`config.mk`:
```
export PLATFORM = sky130hd
export DESIGN_NAME = dsq_sequencer
export DESIGN_NICKNAME = d
export VERILOG_FILES = /design/src/dsq_pkg.sv /design/src/dsq_sequencer.sv /design/src/dsq_timer.sv
export VERILOG_INCLUDE_DIRS = /design/src /design/src/src
export SDC_FILE = /design/constraint.sdc
export NUM_CORES = 1
export LEC_CHECK = 0
export ABC_AREA = 1
export BUFFER_PORTS_ARGS = -buffer_cell sky130_fd_sc_hd__buf_2
export CAP_MARGIN = 20
export CELL_PAD_IN_SITES_DETAIL_PLACEMENT = 0
export CELL_PAD_IN_SITES_GLOBAL_PLACEMENT = 2
export CORE_ASPECT_RATIO = 2
export CORE_MARGIN = 4
export CORE_UTILIZATION = 34
export DETAILED_ROUTE_END_ITERATION = 10
export GPL_TIMING_DRIVEN = 0
export PLACE_DENSITY_LB_ADDON = 0.1
export SLEW_MARGIN = 25
export SYNTH_ARGS = -nofsm -noshare
export SYNTH_HDL_FRONTEND = slang
export SYNTH_SLANG_ARGS = --single-unit
```
`constraint.sdc`:
```
create_clock -name core_clk_in -period 3.1 [get_ports core_clk_in]
set_input_delay 0.31 -clock core_clk_in [delete_from_list [all_inputs] [get_ports core_clk_in]]
set_output_delay 0.31 -clock core_clk_in [all_outputs]
set_load 0.02 [all_outputs]
```
`src/dsq_cfg.svh`:
```
`ifndef DSQ_CFG_SVH
`define DSQ_CFG_SVH

// register byte offsets
`define DSQ_OFF_CTRL          8'h00
`define DSQ_OFF_STATUS        8'h04
`define DSQ_OFF_IRQ_STAT      8'h08
`define DSQ_OFF_IRQ_MASK      8'h0C

// control register fields
`define DSQ_CTRL_RUN          0
`define DSQ_CTRL_JOG          1
`define DSQ_CTRL_ENABLE       2
`define DSQ_CTRL_NOT_COAST    3
`define DSQ_CTRL_NOT_FAST     4
`define DSQ_CTRL_TRIP_RESET   5
`define DSQ_CTRL_REMOTE       6
`define DSQ_CTRL_CFG_MODE     7
`define DSQ_CTRL_FSTOP_COAST  8
`define DSQ_CTRL_WIDTH        9
`define DSQ_CTRL_RESET        9'h018

// status register fields
`define DSQ_ST_CODE_LSB       0
`define DSQ_ST_TRIPPED        3
`define DSQ_ST_RUNNING        4
`define DSQ_ST_JOGGING        5
`define DSQ_ST_STOPPING       6
`define DSQ_ST_CONTACTOR      7
`define DSQ_ST_SW_ON_EN       8
`define DSQ_ST_SWITCHED_ON    9
`define DSQ_ST_READY          10
`define DSQ_ST_HEALTHY        11

// interrupt bits
`define DSQ_IRQ_STATE_CHG     0
`define DSQ_IRQ_TRIP          1
`define DSQ_IRQ_CONT_TIMEOUT  2
`define DSQ_IRQ_WIDTH         3
`define DSQ_IRQ_RESET         3'h0

// timing
`define DSQ_CLK_MHZ           100
`define DSQ_CONTACTOR_WAIT_S  10
`define DSQ_FSTOP_TIME_MS     1000
`define DSQ_STOP_DELAY_MS     500
`define DSQ_CONTACTOR_WAIT_CYC (`DSQ_CONTACTOR_WAIT_S * `DSQ_CLK_MHZ * 1000000)
`define DSQ_FSTOP_TIME_CYC    (`DSQ_FSTOP_TIME_MS * `DSQ_CLK_MHZ * 1000)
`define DSQ_STOP_DELAY_CYC    (`DSQ_STOP_DELAY_MS * `DSQ_CLK_MHZ * 1000)

`endif

```
`src/dsq_pkg.sv`:
```
package dsq_pkg;
  // main sequencing phases, in code order 0..7
  typedef enum logic [2:0] {
    ST_START_DISABLED,
    ST_START_ENABLED,
    ST_SWITCHED_ON,
    ST_READY,
    ST_ENABLED,
    ST_FSTOP_ACTIVE,
    ST_TRIP_ACTIVE,
    ST_TRIPPED
  } dsq_state_type;
endpackage

```
`src/dsq_sequencer.sv`:
```
// Decided for this implementation: the AHB-Lite register port and the register addresses.
`include "dsq_cfg.svh"

module dsq_sequencer #(
  parameter logic [31:0] CONTACTOR_WAIT_CYCLES = 32'(`DSQ_CONTACTOR_WAIT_CYC),
  parameter logic [31:0] FSTOP_TIME_CYCLES     = 32'(`DSQ_FSTOP_TIME_CYC),
  parameter logic [31:0] STOP_DELAY_CYCLES     = 32'(`DSQ_STOP_DELAY_CYC)
) (
  input  wire logic        core_clk_in,
  input  wire logic        reset_n_in,
  input  wire logic        hsel_in,
  input  wire logic [31:0] haddr_in,
  input  wire logic [1:0]  htrans_in,
  input  wire logic        hwrite_in,
  input  wire logic [2:0]  hsize_in,
  input  wire logic [31:0] hwdata_in,
  input  wire logic        hready_in,
  output logic [31:0]      hrdata_out,
  output logic             hreadyout_out,
  output logic             hresp_out,
  input  wire logic        run_in,
  input  wire logic        jog_in,
  input  wire logic        enable_in,
  input  wire logic        not_coast_stop_in,
  input  wire logic        not_fast_stop_in,
  input  wire logic        trip_reset_in,
  input  wire logic        trip_in,
  input  wire logic        contactor_closed_in,
  input  wire logic        defluxed_in,
  input  wire logic        stack_quenched_in,
  input  wire logic        zero_setpoint_in,
  input  wire logic        cfg_restore_in,
  output logic [2:0]       main_phase_code_out,
  output logic             tripped_out,
  output logic             running_out,
  output logic             jogging_out,
  output logic             stopping_out,
  output logic             contactor_out,
  output logic             switch_on_enable_out,
  output logic             switched_on_out,
  output logic             ready_out,
  output logic             healthy_out,
  output logic             irq_out
);
  dsq_pkg::dsq_state_type state;
  dsq_pkg::dsq_state_type next_state;
  logic [`DSQ_CTRL_WIDTH-1:0] ctrl;
  logic [`DSQ_CTRL_WIDTH-1:0] next_ctrl;
  logic [`DSQ_IRQ_WIDTH-1:0]  irq_stat;
  logic [`DSQ_IRQ_WIDTH-1:0]  next_irq_stat;
  logic [`DSQ_IRQ_WIDTH-1:0]  irq_mask;
  logic [`DSQ_IRQ_WIDTH-1:0]  next_irq_mask;
  logic [`DSQ_IRQ_WIDTH-1:0]  events;
  logic        wr_pend, next_wr_pend, rd_pend, next_rd_pend;
  logic        mapped, next_mapped;
  logic [7:0]  addr_q, next_addr_q;
  logic [31:0] next_hrdata, rd_mux;
  logic        next_hreadyout, next_irq;
  logic        take, wr_now;
  logic        run_cmd, jog_cmd, en_cmd, ncoast, nfast, trst_cmd, trst_prev;
  logic        cfg_prev, cfg_leave, halts_ok, trip_any;
  logic        cont_tmo, fstop_done, stop_done, stop_cycle;
  logic        jog_cycle, next_jog_cycle, heal_hold, next_heal_hold;
  logic        next_contactor;
  logic [2:0]  next_code;
  logic        next_trip_o, next_run_o, next_jog_o, next_stop_o;
  logic        next_soe_o, next_swon_o, next_rdy_o, next_heal_o;

  // bus address phase acceptance and data-phase write strobe
  assign take   = hsel_in && htrans_in[1] && hready_in;
  assign wr_now = wr_pend && hready_in && mapped;

  // command source: register when remote, halts always ANDed with pins
  assign run_cmd   = ctrl[`DSQ_CTRL_REMOTE] ? ctrl[`DSQ_CTRL_RUN] : run_in;
  assign jog_cmd   = ctrl[`DSQ_CTRL_REMOTE] ? ctrl[`DSQ_CTRL_JOG] : jog_in;
  assign en_cmd    = enable_in && (!ctrl[`DSQ_CTRL_REMOTE] || ctrl[`DSQ_CTRL_ENABLE]);
  assign ncoast    = not_coast_stop_in && (!ctrl[`DSQ_CTRL_REMOTE] || ctrl[`DSQ_CTRL_NOT_COAST]);
  assign nfast     = not_fast_stop_in && (!ctrl[`DSQ_CTRL_REMOTE] || ctrl[`DSQ_CTRL_NOT_FAST]);
  assign trst_cmd  = ctrl[`DSQ_CTRL_REMOTE] ? ctrl[`DSQ_CTRL_TRIP_RESET] : trip_reset_in;
  assign halts_ok  = ncoast && nfast;
  assign cfg_leave = cfg_prev && !ctrl[`DSQ_CTRL_CFG_MODE];
  assign stop_cycle = !run_cmd && !jog_cmd;

  // trip causes include contactor loss once the contactor is expected
  always_comb begin
    trip_any = trip_in;
    if (state == dsq_pkg::ST_SWITCHED_ON && cont_tmo)
      trip_any = 1'b1;
    if ((state == dsq_pkg::ST_READY || state == dsq_pkg::ST_ENABLED ||
         state == dsq_pkg::ST_FSTOP_ACTIVE) && !contactor_closed_in)
      trip_any = 1'b1;
  end

  // contactor wait, quick-halt and stop-delay timers
  dsq_timer u_cont_timer (
    .core_clk_in (core_clk_in),
    .reset_n_in  (reset_n_in),
    .run_in      (state == dsq_pkg::ST_SWITCHED_ON && !contactor_closed_in),
    .limit_in    (CONTACTOR_WAIT_CYCLES),
    .done_out    (cont_tmo)
  );
  dsq_timer u_fstop_timer (
    .core_clk_in (core_clk_in),
    .reset_n_in  (reset_n_in),
    .run_in      (state == dsq_pkg::ST_FSTOP_ACTIVE),
    .limit_in    (FSTOP_TIME_CYCLES),
    .done_out    (fstop_done)
  );
  dsq_timer u_stop_timer (
    .core_clk_in (core_clk_in),
    .reset_n_in  (reset_n_in),
    .run_in      (state == dsq_pkg::ST_ENABLED && stop_cycle),
    .limit_in    (STOP_DELAY_CYCLES),
    .done_out    (stop_done)
  );

  // next state, exits checked in priority order
  always_comb begin
    next_state = state;
    if (cfg_restore_in || ctrl[`DSQ_CTRL_CFG_MODE] || cfg_leave) begin
      next_state = dsq_pkg::ST_START_DISABLED;
    end else begin
      unique case (state)
        dsq_pkg::ST_START_DISABLED: begin
          if (trip_any) next_state = dsq_pkg::ST_TRIP_ACTIVE;
          else if (stop_cycle && halts_ok) next_state = dsq_pkg::ST_START_ENABLED;
        end
        dsq_pkg::ST_START_ENABLED: begin
          if (trip_any) next_state = dsq_pkg::ST_TRIP_ACTIVE;
          else if (!halts_ok) next_state = dsq_pkg::ST_START_DISABLED;
          else if (run_cmd || jog_cmd) next_state = dsq_pkg::ST_SWITCHED_ON;
        end
        dsq_pkg::ST_SWITCHED_ON: begin
          if (trip_any) next_state = dsq_pkg::ST_TRIP_ACTIVE;
          else if (!halts_ok) next_state = dsq_pkg::ST_START_DISABLED;
          else if (stop_cycle) next_state = dsq_pkg::ST_START_ENABLED;
          else if (contactor_closed_in && defluxed_in) next_state = dsq_pkg::ST_READY;
        end
        dsq_pkg::ST_READY: begin
          if (trip_any) next_state = dsq_pkg::ST_TRIP_ACTIVE;
          else if (!halts_ok) next_state = dsq_pkg::ST_START_DISABLED;
          else if (stop_cycle) next_state = dsq_pkg::ST_START_ENABLED;
          else if (en_cmd) next_state = dsq_pkg::ST_ENABLED;
        end
        dsq_pkg::ST_ENABLED: begin
          if (trip_any) next_state = dsq_pkg::ST_TRIP_ACTIVE;
          else if (!ncoast) next_state = dsq_pkg::ST_START_DISABLED;
          else if (!nfast) next_state = dsq_pkg::ST_FSTOP_ACTIVE;
          else if (stop_cycle && stop_done) next_state = dsq_pkg::ST_START_ENABLED;
          else if (!en_cmd) next_state = dsq_pkg::ST_READY;
        end
        dsq_pkg::ST_FSTOP_ACTIVE: begin
          if (trip_any) next_state = dsq_pkg::ST_TRIP_ACTIVE;
          else if (fstop_done || ctrl[`DSQ_CTRL_FSTOP_COAST] || zero_setpoint_in)
            next_state = dsq_pkg::ST_START_DISABLED;
        end
        dsq_pkg::ST_TRIP_ACTIVE: begin
          if (stack_quenched_in) next_state = dsq_pkg::ST_TRIPPED;
        end
        dsq_pkg::ST_TRIPPED: begin
          if (!trip_in && trst_cmd && !trst_prev) next_state = dsq_pkg::ST_START_DISABLED;
        end
      endcase
    end
  end

  // jog cycle, healthy recovery and contactor hold
  always_comb begin
    next_jog_cycle = 1'b0;
    if (state == dsq_pkg::ST_ENABLED && !run_cmd) begin
      if (jog_cmd) next_jog_cycle = 1'b1;
      else if (!stop_done) next_jog_cycle = jog_cycle;
    end
    next_heal_hold = (state == dsq_pkg::ST_TRIPPED) && (heal_hold || stop_cycle);
    unique case (state)
      dsq_pkg::ST_START_DISABLED, dsq_pkg::ST_START_ENABLED: next_contactor = contactor_out;
      dsq_pkg::ST_TRIPPED: next_contactor = 1'b0;
      default: next_contactor = 1'b1;
    endcase
  end

  // status outputs decoded from the registered state and, for stopping, the run and jog commands
  always_comb begin
    next_code   = state;
    next_trip_o = state == dsq_pkg::ST_TRIP_ACTIVE || state == dsq_pkg::ST_TRIPPED;
    next_run_o  = state == dsq_pkg::ST_ENABLED;
    next_jog_o  = state == dsq_pkg::ST_ENABLED && jog_cycle;
    next_stop_o = (state == dsq_pkg::ST_ENABLED && stop_cycle && !stop_done) ||
                  state == dsq_pkg::ST_FSTOP_ACTIVE;
    next_soe_o  = state != dsq_pkg::ST_START_DISABLED && state != dsq_pkg::ST_TRIPPED;
    next_swon_o = state >= dsq_pkg::ST_SWITCHED_ON && state != dsq_pkg::ST_TRIPPED;
    next_rdy_o  = state >= dsq_pkg::ST_READY && state != dsq_pkg::ST_TRIPPED;
    next_heal_o = state <= dsq_pkg::ST_FSTOP_ACTIVE ||
                  (state == dsq_pkg::ST_TRIPPED && heal_hold);
  end

  // bus slave, control, mask and sticky status next values
  always_comb begin
    next_wr_pend   = take && hwrite_in;
    next_rd_pend   = take && !hwrite_in;
    next_addr_q    = take ? haddr_in[7:0] : addr_q;
    next_mapped    = take ? (haddr_in[31:8] == 24'h00_0000) : mapped;
    next_hreadyout = rd_pend ? 1'b1 : (take && !hwrite_in) ? 1'b0 : hreadyout_out;
    unique case (addr_q)
      `DSQ_OFF_CTRL:     rd_mux = 32'(ctrl);
      `DSQ_OFF_STATUS:   rd_mux = {20'h0_0000, healthy_out, ready_out, switched_on_out,
                                   switch_on_enable_out, contactor_out, stopping_out,
                                   jogging_out, running_out, tripped_out, main_phase_code_out};
      `DSQ_OFF_IRQ_STAT: rd_mux = 32'(irq_stat);
      `DSQ_OFF_IRQ_MASK: rd_mux = 32'(irq_mask);
      default:           rd_mux = 32'h0000_0000;
    endcase
    if (!mapped) rd_mux = 32'h0000_0000;
    next_hrdata = rd_pend ? rd_mux : hrdata_out;
    next_ctrl     = (wr_now && addr_q == `DSQ_OFF_CTRL) ? hwdata_in[`DSQ_CTRL_WIDTH-1:0] : ctrl;
    next_irq_mask = (wr_now && addr_q == `DSQ_OFF_IRQ_MASK) ? hwdata_in[`DSQ_IRQ_WIDTH-1:0] : irq_mask;
    events[`DSQ_IRQ_STATE_CHG]    = next_state != state;
    events[`DSQ_IRQ_TRIP]         = next_state == dsq_pkg::ST_TRIP_ACTIVE && state != dsq_pkg::ST_TRIP_ACTIVE;
    events[`DSQ_IRQ_CONT_TIMEOUT] = state == dsq_pkg::ST_SWITCHED_ON && cont_tmo;
    next_irq_stat = irq_stat;
    if (wr_now && addr_q == `DSQ_OFF_IRQ_STAT)
      next_irq_stat = irq_stat & ~hwdata_in[`DSQ_IRQ_WIDTH-1:0];
    next_irq_stat = next_irq_stat | events;                           // set beats clear
    next_irq      = |(next_irq_stat & next_irq_mask);
  end

  // register everything
  always_ff @(posedge core_clk_in) begin
    if (!reset_n_in) begin
      state         <= dsq_pkg::ST_START_DISABLED;
      contactor_out <= 1'b0;
      ctrl          <= `DSQ_CTRL_RESET;
      irq_stat      <= `DSQ_IRQ_RESET;
      irq_mask      <= `DSQ_IRQ_RESET;
      wr_pend       <= 1'b0;
      rd_pend       <= 1'b0;
      mapped        <= 1'b0;
      addr_q        <= 8'h00;
      hrdata_out    <= 32'h0000_0000;
      hreadyout_out <= 1'b1;
      hresp_out     <= 1'b0;
      irq_out       <= 1'b0;
      trst_prev     <= 1'b0;
      cfg_prev      <= 1'b0;
      jog_cycle     <= 1'b0;
      heal_hold     <= 1'b0;
      main_phase_code_out  <= 3'h0;
      tripped_out          <= 1'b0;
      running_out          <= 1'b0;
      jogging_out          <= 1'b0;
      stopping_out         <= 1'b0;
      switch_on_enable_out <= 1'b0;
      switched_on_out      <= 1'b0;
      ready_out            <= 1'b0;
      healthy_out          <= 1'b0;
    end else begin
      state         <= next_state;
      contactor_out <= next_contactor;
      ctrl          <= next_ctrl;
      irq_stat      <= next_irq_stat;
      irq_mask      <= next_irq_mask;
      wr_pend       <= next_wr_pend;
      rd_pend       <= next_rd_pend;
      mapped        <= next_mapped;
      addr_q        <= next_addr_q;
      hrdata_out    <= next_hrdata;
      hreadyout_out <= next_hreadyout;
      hresp_out     <= 1'b0;
      irq_out       <= next_irq;
      trst_prev     <= trst_cmd;
      cfg_prev      <= ctrl[`DSQ_CTRL_CFG_MODE];
      jog_cycle     <= next_jog_cycle;
      heal_hold     <= next_heal_hold;
      main_phase_code_out  <= next_code;
      tripped_out          <= next_trip_o;
      running_out          <= next_run_o;
      jogging_out          <= next_jog_o;
      stopping_out         <= next_stop_o;
      switch_on_enable_out <= next_soe_o;
      switched_on_out      <= next_swon_o;
      ready_out            <= next_rdy_o;
      healthy_out          <= next_heal_o;
    end
  end
endmodule

```
`src/dsq_timer.sv`:
```
module dsq_timer (
  input  wire logic        core_clk_in,
  input  wire logic        reset_n_in,
  input  wire logic        run_in,
  input  wire logic [31:0] limit_in,
  output logic             done_out
);
  logic [31:0] count;
  logic [31:0] next_count;
  logic        next_done;

  // counts while run is high, restarts whenever run drops
  always_comb begin
    next_count = count;
    next_done  = done_out;
    if (!run_in) begin
      next_count = 32'h0000_0000;
      next_done  = 1'b0;
    end else if (count >= limit_in) begin
      next_done = 1'b1;
    end else begin
      next_count = count + 32'h0000_0001;
    end
  end

  always_ff @(posedge core_clk_in) begin
    if (!reset_n_in) begin
      count    <= 32'h0000_0000;
      done_out <= 1'b0;
    end else begin
      count    <= next_count;
      done_out <= next_done;
    end
  end
endmodule

```
=== Yosys cells after proc, flatten, opt, wreduce, memory -nomap -nowiden ===
Index checks and enable logic that the tools add are counted.

* Input port bits: 86
* Bits in registers: 178

* Multiplexer cells: 36
* $lt $le $gt $ge: 6
* Reduce and logical (&&, ||, !) cells: 68
* Add/sub/neg operators: 3
* Bitwise gates (word level): 5
* Equal/unequal tests: 14

{| class="wikitable"
|+ Operator list
! operator !! number
|-
| 32-bit by 1-bit adder with 32-bit output (second input constant) || 3
|-
| 3-bit two-way mux || 25
|-
| 12-bit case mux with 4 select lines || 1
|-
| 1-bit logical AND || 33
|-
| 32-bit by 26-bit greater-or-equal comparator with 1-bit output (second input constant) || 1
|-
| 32-bit by 27-bit greater-or-equal comparator with 1-bit output (second input constant) || 1
|-
| 32-bit by 30-bit greater-or-equal comparator with 1-bit output (second input constant) || 1
|-
| 32-bit two-way mux || 1
|-
| 24-bit zero test || 1
|-
| 3-bit case mux with 8 select lines || 1
|-
| 8-bit by 4-bit equality test with 1-bit output (second input constant) || 2
|-
| 3-bit equality test (second input constant) || 5
|-
| 1-bit logical OR || 14
|-
| 1-bit zero test || 9
|-
| 8-bit by 3-bit equality test with 1-bit output (second input constant) || 1
|-
| 8-bit zero test || 1
|-
| 2-bit AND reduction || 4
|-
| 1-bit two-way mux || 7
|-
| 3-bit AND || 2
|-
| 3-bit by 2-bit equality test with 1-bit output (second input constant) || 2
|-
| 3-bit by 2-bit greater-or-equal comparator with 1-bit output (second input constant) || 2
|-
| 3-bit != test (second input constant) || 2
|-
| 2-bit OR reduction || 2
|-
| 3-bit by 1-bit equality test with 1-bit output (second input constant) || 1
|-
| 10 further kinds || 10
|}

=== Depth between registers and ports, before layout ===
Gate-level depths: netlist of the first run.

* Depth in word-level cells: 15
* Depth in mapped cells: 17
* Gate-level depth less buffers: 17

=== Hierarchy ===
A second synthesis of the first run with hierarchy kept.

* Cell total of the unflattened synthesis: 1,828
* Area total of the unflattened synthesis: 11,780.0 um^2

{| class="wikitable"
|+ Modules (own cells, without submodules)
! module !! area each (um^2) !! sequential area each (um^2) !! cells an instance !! instances
|-
| dsq_timer at u_fstop_timer || 2,995.4 || 660.6 || 477 || 1
|-
| dsq_timer at u_stop_timer || 2,962.8 || 660.6 || 476 || 1
|-
| dsq_timer at u_cont_timer || 2,950.3 || 660.6 || 466 || 1
|-
| dsq_sequencer || 2,871.5 || 1,181.1 || 409 || 1
|}

=== Worst setup path before layout of the first run ===
OpenSTA, ideal clock, no wires.

* Path kind: reg-to-reg
* Start: register u_fstop_timer.count[0]
* End: register u_fstop_timer.count[24]
* Arrival time: 1,574 ps
* Library setup time: 70 ps
* Cell stages (with the launch flop): 9
* Path slack: 1,456 ps
* Path buffers: 0
* Clock period less this slack: 1,644 ps
* Path through: dfxtp_1 > ha_1 > inv_1 > nor2_1 > nand2_1 > nor4_1 > xor2_1 > nand2_1 > a21oi_1

* Cells in the longest elaborated chain, start to end: 1

{| class="wikitable"
|+ RTL lines
! element !! RTL line !! RTL
|-
| start: declaration || dsq_timer.sv:8 || <nowiki>logic [31:0] count;</nowiki>
|-
| start signal: assignment || dsq_timer.sv:31 || <nowiki>count <= next_count;</nowiki>
|-
| 32-bit by 1-bit adder with 32-bit output or 32-bit by 27-bit greater-or-equal comparator with 1-bit output (tied branches) || dsq_timer.sv:22, dsq_timer.sv:19 ||
|}

Several ways; a longest one is shown, not always the timed one.
A chain may end at the register's enable or synchronous reset.

=== Worst setup path after layout of the first run ===
Ends and elaborated chain as after synthesis.

==> out/qor.csv, run 1 <==
metric,value,unit
cp.required,3.47,ns
p_leak,3.690,nW
fin_area,9941,sq um
holdBufCountCts,0,
drive_gt1_frac,0.1634,
hold_violations,0,
rsz0062_at_grt,false,
grt_overflow,0,
fin_crit,2.149,ns
dp_hpwl,21020,um
slew_viol_final,0,
cts-root-buf,clkbuf_16,
std_cell_rows,81,
slew_headroom,0.5024,
clock_latency,0.45,ns
dieArea,27550,sq um
drt_iter0_drc,372,
die_height,230.8,um
hold_class,in2reg,
numCtsBuffers,17,
final_nets,1413,
cts_buffer_depth,2,
multi_input_area,4497,sq um
cts_tree,done,
grt_pass1_vias,8129,
final.setup_skew,0.009680,ns
fmax,465.3,MHz
ys_seq_elements,158,
antenna_cells,0,
ys_seq_area_frac,0.3750,
vdd_drop_max,0.3371,mV
fillers,2687,
wl_per_cell,15.75,um
critPathLaunchType,flop,
postSynthCellCount,1198,
post-route-period-util,0.6932,
antenna_found_initial,0,
arrival,2.52,ns
coreArea,24420,sq um
syn_avg_cell_area,7.041,sq um
clkTransAtPathRegs,0.07,ns
place_ws,0.9437,ns
seqCellArea,3163,sq um
ant_nets,0,
synth.cell_area,8436,sq um
worst_slew_pin_slew,0.7407,ns
final.setup.tns,0,ns
mostFrequentLayoutCells,"305 x nand2_1, 158 x dfxtp_1, 115 x inv_1",
placed_cell_area,9346,sq um
drcViolationCount,0,
final_core_util,0.4070,
critical_path_class,reg2reg,
cap_violations,0,
firstDrtPassIters,6,
port_buffers,84,
cts.sinks,158,
setup_ws,0.9510,ns
total_power,0.004523,W
routed_wl,26230,um
die_width,119.4,um
synth_edf_count,0,
finalSetupViolCount,0,
area_growth,17.84,%
grt.total_usage,0.1961,
power.density,455.0,nW/um^2
ys_dominant_reg_cell,dfxtp_1,
cts_resized,0,
final_common_cell,nand2_1,
grt_pass1_wl,42510,um
cp-end-kind,flop,
grt_max_degree,17,
ioPinCount,133,
floorplan.initialDensity,0.3454,
yosysWarnings,0,
vias,7919,
path_max_fanout,6,
postCtsSetupRepairBufs,0,
via_per_inst,4.753,
synthArstFlopShare,0,
htree_levels,4,
status,"finished, final reports clean",
synth_cell_types,48,
place.gp.congestion,0.8719,
[kinds of logic after synthesis]
logic type / synth area share
AO/OA/AOI/OAI: 0.1212
XOR/XNOR: 0.05918
adder cells (fa/ha/maj): 0.008899
buffers and inverters: 0.1009
flip-flops: 0.3750
other: 0.0004445
AND/OR/NAND/NOR: 0.3345
[flip-flops by register name, summed over array words and instances (netlist names), 8 cells and up]
name	cells
u_stop_timer.count	32
addr_q	8
u_cont_timer.count	32
hrdata_out	12
u_fstop_timer.count	32
ctrl	9
[final timing paths]
path	from	end	slack (ns)	cells after the start
worst max-delay path	u_fstop_timer.count[0]	u_fstop_timer.count[24]	0.95	8
worst min-delay path	hwrite_in	rd_pend	0.06	2
worst max register to register	u_fstop_timer.count[0]	u_fstop_timer.count[24]	0.95	8
worst min register to register	u_stop_timer.count[26]	u_stop_timer.count[26]	0.43	2
[cell type report]
type | count | share of cell area
well taps | 332 | 0.04179
inverters | 127 | 0.04821
clock buffers | 18 | 0.04317
flip-flops and latches | 158 | 0.3182
clock inverters | 14 | 0.01661
repair buffers | 84 | 0.04229
plain buffers | 58 | 0.03738
multi-input cells | 875 | 0.4524
[through the flow]
step | cells | hold WS (ns)
after floorplan | 1218 | 0.3893
after global placement | 1634 | 0.4163
after detailed placement | 1634 | 0.4203
after CTS | 1666 | 0.04432
after global routing | 1666 | 0.04434
final | 1666 | 0.05716
[where the power goes]
part / switching, W / internal, W / total (W) / leakage, nW
Sequential: 0.0000137 / 0.00205 / 0.00206 / 1.28
Combinational: 0.000189 / 0.0000990 / 0.000287 / 2.12
Clock: 0.000959 / 0.00121 / 0.00217 / 0.292
Total: 0.00116 / 0.00336 / 0.00452 / 3.69
[metal layers]
layer	global-route usage	routed length [um]	up-vias	part of all wire
li1	-	-	4119	-
met4	0.08426	880	0	0.034
met5	0	0	-	0
met1	0.1975	9655	3622	0.37
met2	0.3843	14940	130	0.57
met3	0.03604	759	48	0.029
[cells in the mapped netlist (2+ instances only)]
cell type,count,area (sq um)
and3_1,4,25.02
nand2_4,4,45.04
xnor2_1,24,210.2
nand2_1,305,1145
nor3_1,30,150.1
buf_4,26,195.2
nand4_1,33,206.5
nand3_2,5,50.05
inv_1,115,431.7
nor2_1,108,405.4
or2_1,2,12.51
o21ai_0,47,235.2
nand3b_1,4,30.03
o211ai_1,2,15.01
a32o_1,9,90.09
o2111ai_1,3,26.28
xor2_1,33,289.0
a21oi_1,108,540.5
nand3_1,50,250.2
nor2_2,5,31.28
inv_2,10,37.54
clkbuf_1,12,45.04
nor3_2,4,40.04
nor2_4,6,67.56
buf_2,15,75.07
buf_6,5,56.30
nand2_2,13,81.33
ha_1,6,75.07
a21boi_0,3,22.52
nor4_1,24,150.1
a22o_1,3,26.28
nor3b_1,4,30.03
dfxtp_1,158,3163
o21ai_1,3,15.01
nor3_4,2,32.53
[worst max-delay path, cell delays in order, from the launching register on]
cell,delay [ns]
dfxtp_1,0.42
ha_1,0.23
inv_1,0.10
nor2_1,0.33
nand2_1,0.22
nor4_1,0.38
xor2_1,0.19
nand2_1,0.07
a21oi_1,0.12
Power figures use the tool's default switching activity.
==> run 2: changes to the inputs <==
--- a/config.mk
+++ b/config.mk
@@ -13,7 +13,7 @@
 export CELL_PAD_IN_SITES_GLOBAL_PLACEMENT = 2
 export CORE_ASPECT_RATIO = 2
 export CORE_MARGIN = 4
-export CORE_UTILIZATION = 34
+export CORE_UTILIZATION = 32
 export DETAILED_ROUTE_END_ITERATION = 10
 export GPL_TIMING_DRIVEN = 0
 export PLACE_DENSITY_LB_ADDON = 0.1
==> constraint.sdc (replaced) <==
create_clock -name core_clk_in -period 2.2 [get_ports core_clk_in]
set_input_delay 0.22 -clock core_clk_in [delete_from_list [all_inputs] [get_ports core_clk_in]]
set_output_delay 0.22 -clock core_clk_in [all_outputs]
set_load 0.02 [all_outputs]
==> run 2 against run 1 <==
Worst hold slack worse by 0.0052 ns. Sequential power up 41%. Fmax up 9.1%. Routed wire length up 1.7%. Highest routed layer unchanged. Clock power up 38%. First-iteration DRC count down 6.7%. Combinational power up 44%. Flip-flop and latch count unchanged. Non-clock buffer count up 5. Total power up 40%.
==> out/qor.csv, run 2 (synthesis gave the netlist of run 1 again) <==
metric,value,unit,change
status,"finished, final reports clean",,unchanged
hp-start,hwdata_in[5],,was hwrite_in
r2r_slack,0.23,ns,was 0.95 ns
cts_buffer_depth,2,,unchanged
seqCellArea,3163,sq um,unchanged
wl_per_cell,15.89,um,was 15.75 um
place.gp.congestion,0.8643,,was 0.8719
numCtsBuffers,17,,unchanged
r2r_start,u_fstop_timer.count[0],,unchanged
hold_ws,0.05199,ns,was 0.05716 ns
hold_class,in2reg,,unchanged
floorplan.initialDensity,0.3262,,was 0.3454
final_core_util,0.3877,,was 0.4070
ant_nets,0,,unchanged
largestRegisters,"u_cont_timer.count: 32 flops, u_fstop_timer.count: 32 flops, u_stop_timer.count: 32 flops",,unchanged
path_max_fanout,6,,unchanged
critPathMaxStageDelay,0.44,ns,was 0.42 ns
fmax,507.9,MHz,was 465.3 MHz
worstHoldEndpoint,ctrl[5],,was rd_pend
area_growth,18.85,%,was 17.84%
port_buffers,84,,unchanged
slew_headroom,0.5978,,was 0.5024
ioPinCount,133,,unchanged
arrival,2.34,ns,was 2.52 ns
die_height,237.6,um,was 230.8 um
drcViolationCount,0,,unchanged
grt_max_degree,19,,was 17
dieArea,29180,sq um,"was 27,550 sq um"
firstDrtPassIters,4,,was 6
cts-root-buf,clkbuf_16,,unchanged
total_power,0.006316,W,was 0.004523 W
cts_tree,done,,unchanged
r2r_cells,8,,unchanged
final.setup.tns,0,ns,unchanged
mostFrequentLayoutCells,"305 x nand2_1, 158 x dfxtp_1, 115 x inv_1",,unchanged
vdd_drop_max,0.4617,mV,was 0.3371 mV
final_common_cell,nand2_1,,unchanged
slowest_stage,dfxtp_1,,unchanged
grt.total_usage,0.1897,,was 0.1961
p_leak,3.709,nW,was 3.690 nW
htree_levels,4,,unchanged
dp_cells,1642,,"was 1,634"
fin_crit,1.969,ns,was 2.149 ns
cts.sinks,158,,unchanged
clock_latency,0.45,ns,about the same
drive_gt1_frac,0.1680,,was 0.1634
grt_pass1_vias,8147,,"was 8,129"
path_cells,"ha_1, inv_1, nor2_2, nand2_1, nor4_2, xor2_1, nand2_1, a21oi_1",,"was ha_1, inv_1, nor2_1, nand2_1, nor4_1, xor2_1, nand2_1, a21oi_1"
grt_pass1_wl,42610,um,"was 42,510 um"
die_width,122.8,um,was 119.4 um
grt_overflow,0,,unchanged
fillers,2884,,"was 2,687"
dp_hpwl,21520,um,"was 21,020 um"
critical-path-top-delay-family,simple AND/OR/NAND/NOR gates,,unchanged
antenna_cells,0,,unchanged
vias,7915,,"was 7,919"
antenna_found_initial,0,,unchanged
cp.required,2.57,ns,was 3.47 ns
hold_violations,0,,unchanged
critical_path_class,reg2reg,,unchanged
rsz0062_at_grt,false,,unchanged
via_per_inst,4.714,,was 4.753
cap_violations,0,,unchanged
crit_path_frequent_cell,nand2_1,,unchanged
std_cell_rows,83,,was 81
reg2reg_to,u_fstop_timer.count[24],,unchanged
drt_iter0_drc,347,,was 372
worst_hold_path.num_cells,3,,was 2
routed_wl,26680,um,"was 26,230 um"
clkTransAtPathRegs,0.07,ns,about the same
worst_slew_pin_slew,0.5970,ns,was 0.7407 ns
multi_input_area,4526,sq um,was 4497 sq um
slew_viol_final,0,,unchanged
final.setup_skew,0.01202,ns,was 0.009680 ns
post-route-period-util,0.8950,,was 0.6932
critPathBufInv,1,,unchanged
cp-end-kind,flop,,unchanged
final_nets,1418,,"was 1,413"
power.density,629.9,nW/um^2,was 455.0 nW/um^2
critPathLaunchType,flop,,unchanged
instances_no_fill,1679,,"was 1,666"
finalSetupViolCount,0,,unchanged
coreArea,25860,sq um,"was 24,420 sq um"
## run 2: changes by cell type in the layout (fill, tap and decap cells not counted), moves of 2 or more
cell and change:
inv_8 +8, dlygate4sd3_1 +5, nor3_2 +4, nor3_1 -4, inv_6 -8, bufinv_16 -2, clkinv_8 +2
## run 2: final cells by class
| cell class | instances | share of cell area |
|---|---|---|
| tap | 340 | 0.04243 |
| timing repair buffer | 89 | 0.04692 |
| clock buffer | 17 | 0.04243 |
| multi-input combinational | 875 | 0.4514 |
| inverter | 127 | 0.04780 |
| buffer | 58 | 0.03706 |
| sequential | 158 | 0.3155 |
| clock inverter | 15 | 0.01647 |
## run 2: metal layers
layer,wire length (um),up-vias,track usage
li1,-,4133,-
met1,9775,3615,0.1885
met2,15460,129,0.3740
met3,627,38,0.03500
met4,825,0,0.07308
met5,0,-,0
## run 2: worst max path at each step
stage,start,endpoint,slack [ns],cells past startpoint
after floorplan,u_fstop_timer.count[0],u_fstop_timer.count[24],0.56,8
after global placement,u_fstop_timer.count[0],u_fstop_timer.count[24],0.04,8
after detailed placement,u_fstop_timer.count[0],u_fstop_timer.count[24],0.02,8
after CTS,u_fstop_timer.count[0],u_fstop_timer.count[24],0.07,8
after global routing,next_code[2],irq_out,0.0004,15
final,u_fstop_timer.count[0],u_fstop_timer.count[24],0.23,8
## run 2: worst reg2reg max path, cell delays in order, from the launching register on
cell and delay [ns]:
dfxtp_1 0.44, ha_1 0.23, inv_1 0.11, nor2_2 0.24, nand2_1 0.20, nor4_2 0.33
xor2_1 0.18, nand2_1 0.07, a21oi_1 0.11
## run 2: timing repair
action                     4_1_cts  5_1_grt
resized for setup                1        5
hold buffers                     5        0
setup endpoints to repair        1        8
hold endpoints to repair         5        0
setup buffers                    0        0
pin swaps                        0        0
## run 2: metrics by stage
step	setup slack [ns]	instance area (sq um)
floorplan	0.5558	8511
global placement	0.03588	9356
detailed placement	0.01904	9356
CTS	0.07042	10000
global route	0.0003950	10030
finish	0.2310	10030
## run 2: power by group
group / internal, W / switching, W / leakage (nW)
clock network: 0.00153 / 0.00147 / 0.289
logic: 0.000146 / 0.000266 / 2.14
registers: 0.00289 / 0.0000202 / 1.28
total: 0.00456 / 0.00175 / 3.71
==> run 3: changes to the inputs <==
--- a/config.mk
+++ b/config.mk
@@ -8,16 +8,16 @@
 export LEC_CHECK = 0
 export ABC_AREA = 1
 export BUFFER_PORTS_ARGS = -buffer_cell sky130_fd_sc_hd__buf_2
-export CAP_MARGIN = 20
 export CELL_PAD_IN_SITES_DETAIL_PLACEMENT = 0
 export CELL_PAD_IN_SITES_GLOBAL_PLACEMENT = 2
 export CORE_ASPECT_RATIO = 2
 export CORE_MARGIN = 4
-export CORE_UTILIZATION = 32
+export CORE_UTILIZATION = 33
 export DETAILED_ROUTE_END_ITERATION = 10
 export GPL_TIMING_DRIVEN = 0
 export PLACE_DENSITY_LB_ADDON = 0.1
 export SLEW_MARGIN = 25
 export SYNTH_ARGS = -nofsm -noshare
 export SYNTH_HDL_FRONTEND = slang
+export SYNTH_HIERARCHICAL = 1
 export SYNTH_SLANG_ARGS = --single-unit
==> run 3 against run 2 <==
Sequential power about the same. Combinational power up 41%. Critical endpoint is now u_stop_timer/done_out. Synthesized cell count grew 53%. Setup slack worse by 0.078 ns. Area after synthesis is 40% higher. First-iteration DRC count rose by 41%. Clock skew up 0.0017 ns. Core utilization rose by 0.95 points. Via count is 48% higher. Largest power group unchanged. Critical path depth is 1 higher.
==> out/qor.csv, run 3 <==
metric,value,unit,change
status,"finished, final reports clean",,unchanged
firstDrtPassIters,5,,was 4
final_common_cell,nand2_1,,unchanged
htree_levels,4,,unchanged
seqPwrFrac,0.441,,was 0.460
arrival,2.39,ns,was 2.34 ns
die_width,141.6,um,was 122.8 um
yosys.area.top_type_share,0.2685,,was 0.3750
wl_per_cell,14.62,um,was 15.89 um
cp-end-kind,flop,,unchanged
synth.cell_area,11780,sq um,was 8436 sq um
fin_area,13980,sq um,"was 10,030 sq um"
port_buffers,84,,unchanged
std_cell_rows,97,,was 83
clock_latency,0.45,ns,about the same
grt_pass1_vias,11360,,"was 8,147"
clkTransAtPathRegs,0.08,ns,was 0.07 ns
drt_iter0_drc,488,,was 347
reg2reg_to,u_stop_timer/done_out,,was u_fstop_timer.count[24]
ys_seq_elements,158,,unchanged
via_per_inst,4.671,,was 4.714
dieArea,38970,sq um,"was 29,180 sq um"
clkPwrFrac,0.471,,was 0.475
largestRegisters,"u_cont_timer/count: 32 flops, u_fstop_timer/count: 32 flops, u_stop_timer/count: 32 flops",,"was u_cont_timer.count: 32 flops, u_fstop_timer.count: 32 flops, u_stop_timer.count: 32 flops"
vdd_drop_max,0.5367,mV,was 0.4617 mV
postSynthCellCount,1828,,"was 1,198"
synth_common_cells,"530 x nand2_1, 212 x inv_1, 187 x nor2_1, 162 x a21oi_1, 158 x dfxtp_1",,"was 305 x nand2_1, 158 x dfxtp_1, 115 x inv_1, 108 x a21oi_1, 108 x nor2_1"
mostFrequentLayoutCells,"524 x nand2_1, 211 x inv_1, 182 x nor2_1",,"was 305 x nand2_1, 158 x dfxtp_1, 115 x inv_1"
fin_crit,2.047,ns,was 1.969 ns
comb_power_share,0.088,,was 0.065
slew_viol_final,0,,unchanged
cts.sinks,158,,unchanged
synth_area_leader_cell,dfxtp_1,,unchanged
final_nets,2242,,"was 1,418"
dp_cells,2472,,"was 1,642"
swShare,0.2829,,was 0.2774
area_growth,18.68,%,was 18.85%
floorplan.initialDensity,0.3347,,was 0.3262
instances_no_fill,2515,,"was 1,679"
placed_cell_area,13190,sq um,was 9356 sq um
place.gp.congestion,0.8824,,was 0.8643
path_max_fanout,10,,was 6
post-route-period-util,0.9307,,was 0.8950
grt_max_degree,18,,was 19
p_int,0.004720,W,was 0.004564 W
fmax,488.4,MHz,was 507.9 MHz
worstHoldEndpoint,addr_q[1],,was ctrl[5]
cts_tree,done,,unchanged
finalSetupViolCount,0,,unchanged
dp_hpwl,30290,um,"was 21,520 um"
synth_most_common_cell,nand2_1,,unchanged
cp.required,2.54,ns,was 2.57 ns
antenna_cells,0,,unchanged
grt_overflow,0,,unchanged
worst_slew_pin_slew,0.6536,ns,was 0.5970 ns
drive_gt1_frac,0.1348,,was 0.1680
coreArea,35200,sq um,"was 25,860 sq um"
synth_cell_types,45,,was 48
ys_dominant_reg_cell,dfxtp_1,,unchanged
syn_avg_cell_area,6.444,sq um,was 7.041 sq um
r2r_start,u_stop_timer/count[19],,was u_fstop_timer.count[0]
setup_ws,0.1525,ns,was 0.2310 ns
numCtsBuffers,17,,unchanged
cts-root-buf,clkbuf_16,,unchanged
cap_violations,0,,unchanged
slew_headroom,0.5626,,was 0.5978
cts_buffer_depth,2,,unchanged
vias,11750,,"was 7,915"
hold_violations,0,,unchanged
power.density,470.7,nW/um^2,was 629.9 nW/um^2
synth_edf_count,0,,unchanged
grt_pass1_wl,57590,um,"was 42,610 um"
final.setup_skew,0.01374,ns,was 0.01202 ns
r2r_cells,9,,was 8
critPathLaunchType,flop,,unchanged
critical_path_class,reg2reg,,unchanged
synthArstFlopShare,0,,unchanged
ys_seq_area_frac,0.2685,,was 0.3750
die_height,275.2,um,was 237.6 um
drcViolationCount,0,,unchanged
antenna_found_initial,0,,unchanged
synth.area.top_cells,"dfxtp_1 27%, nand2_1 17%, ha_1 11%, a21oi_1 6.9%, inv_1 6.8%",,"was dfxtp_1 37%, nand2_1 14%, a21oi_1 6.4%, inv_1 5.1%, nor2_1 4.8%"
hold_class,in2reg,,unchanged
r2r_slack,0.15,ns,was 0.23 ns
final_core_util,0.3972,,was 0.3877
worst_hold_path.num_cells,3,,unchanged
final.setup.tns,0,ns,unchanged
yosysWarnings,6,,was 0
routed_wl,36760,um,"was 26,680 um"
p_leak,6.374,nW,was 3.709 nW
ioPinCount,133,,unchanged
place_ws,-0.1764,ns,was 0.01904 ns
netSwitchingPower,0.001862,W,was 0.001752 W
grt.total_usage,0.1878,,was 0.1897
ant_nets,0,,unchanged
hp-start,haddr_in[1],,was hwdata_in[5]
run 3: cell count changes in the layout (fill, tap and decap cells not counted), moves of 13 or more:
cell / before / now
dfxtp_1: 158 / 135
o21ai_0: 47 / 32
xnor2_1: 24 / 11
nor2_1: 107 / 182
nor4_1: 23 / 9
nand3_1: 50 / 139
nand2_1: 305 / 524
nor2_2: 6 / 21
nand3b_1: 4 / 26
dfxtp_2: 0 / 21
ha_1: 6 / 99
conb_1: 21 / 117
inv_1: 115 / 211
a21oi_1: 108 / 160
run 3: metrics by stage:
| stage | hold slack [ns] | total power [W] |
|---|---|---|
| 4_1_cts | 0.0006674 | 0.006689 |
| 3_5_place_dp | 0.4390 | 0.003542 |
| 5_1_grt | 0.03789 | 0.006866 |
| 2_1_floorplan | 0.2993 | 0.003367 |
| 6_report | 0.02359 | 0.006581 |
| 3_3_place_gp | 0.4385 | 0.003536 |
run 3: cells by family (layout without fill, tap and decap cells):
logic type	count (synthesis)	after routing	synth area share
other	2	117	0.0006375
XOR/XNOR	48	48	0.03569
adder cells (fa/ha/maj)	99	99	0.1052
flip-flops	158	158	0.2685
AO/OA/AOI/OAI	229	229	0.1052
AND/OR/NAND/NOR	1002	1002	0.3763
buffers and inverters	290	417	0.1086
run 3: metal layers:
layer | share of wire | vias up | GRT usage
li1 | - | 6241 | -
met2 | 0.58 | 171 | 0.3901
met5 | 0 | - | 0
met4 | 0.035 | 0 | 0.08064
met1 | 0.36 | 5273 | 0.1782
met3 | 0.019 | 62 | 0.02140
run 3: how the worst max path moves through the flow:
stage | startpoint | to | slack (ns) | cells after the start
floorplan | u_stop_timer/count[0] | u_stop_timer/done_out | 0.49 | 13
global placement | u_stop_timer/count[0] | u_stop_timer/done_out | -0.18 | 13
detailed placement | u_stop_timer/count[0] | u_stop_timer/done_out | -0.18 | 13
CTS | u_cont_timer/count[0] | u_cont_timer/count[9] | 0.02 | 12
global route | u_cont_timer/count[31] | u_cont_timer/count[25] | -0.006 | 12
finish | u_stop_timer/count[19] | u_stop_timer/done_out | 0.15 | 9
run 3: layout make-up:
type                            instances  area, sq um
Sequential cell                       158         3197
Clock inverter                         14        165.2
Timing Repair Buffer                   95        515.5
Fill cell                            3930        21220
Tap cell                              445        556.8
Multi-Input combinational cell       1495         7820
Clock buffer                           18        429.2
Buffer                                 62        432.9
Inverter                              228        864.6
run 3: critical path: stages, from the launching register on:
cell,delay (ns)
dfxtp_2,0.37
ha_1,0.30
a21o_1,0.16
o21ai_1,0.17
nand2_1,0.14
a21oi_4,0.30
nand2_4,0.13
buf_4,0.20
o21bai_1,0.12
inv_1,0.04
run 3: what timing repair did:
item | in CTS | in global routing
resized for setup | 6 | 43
hold endpoints to repair | 6 | 0
gates cloned | 0 | 0
hold buffers | 5 | 0
setup endpoints to repair | 55 | 90
pin swaps | 0 | 2
buffers inserted | 0 | 6
run 3: power by group through the flow:
stage	Sequential, W	Clock, W	Combinational (W)
floorplan	0.00298	0	0.000388
global placement	0.00297	0	0.000561
detailed placement	0.00297	0	0.000567
CTS	0.00291	0.00321	0.000576
global route	0.00291	0.00329	0.000671
finish	0.00291	0.00310	0.000579
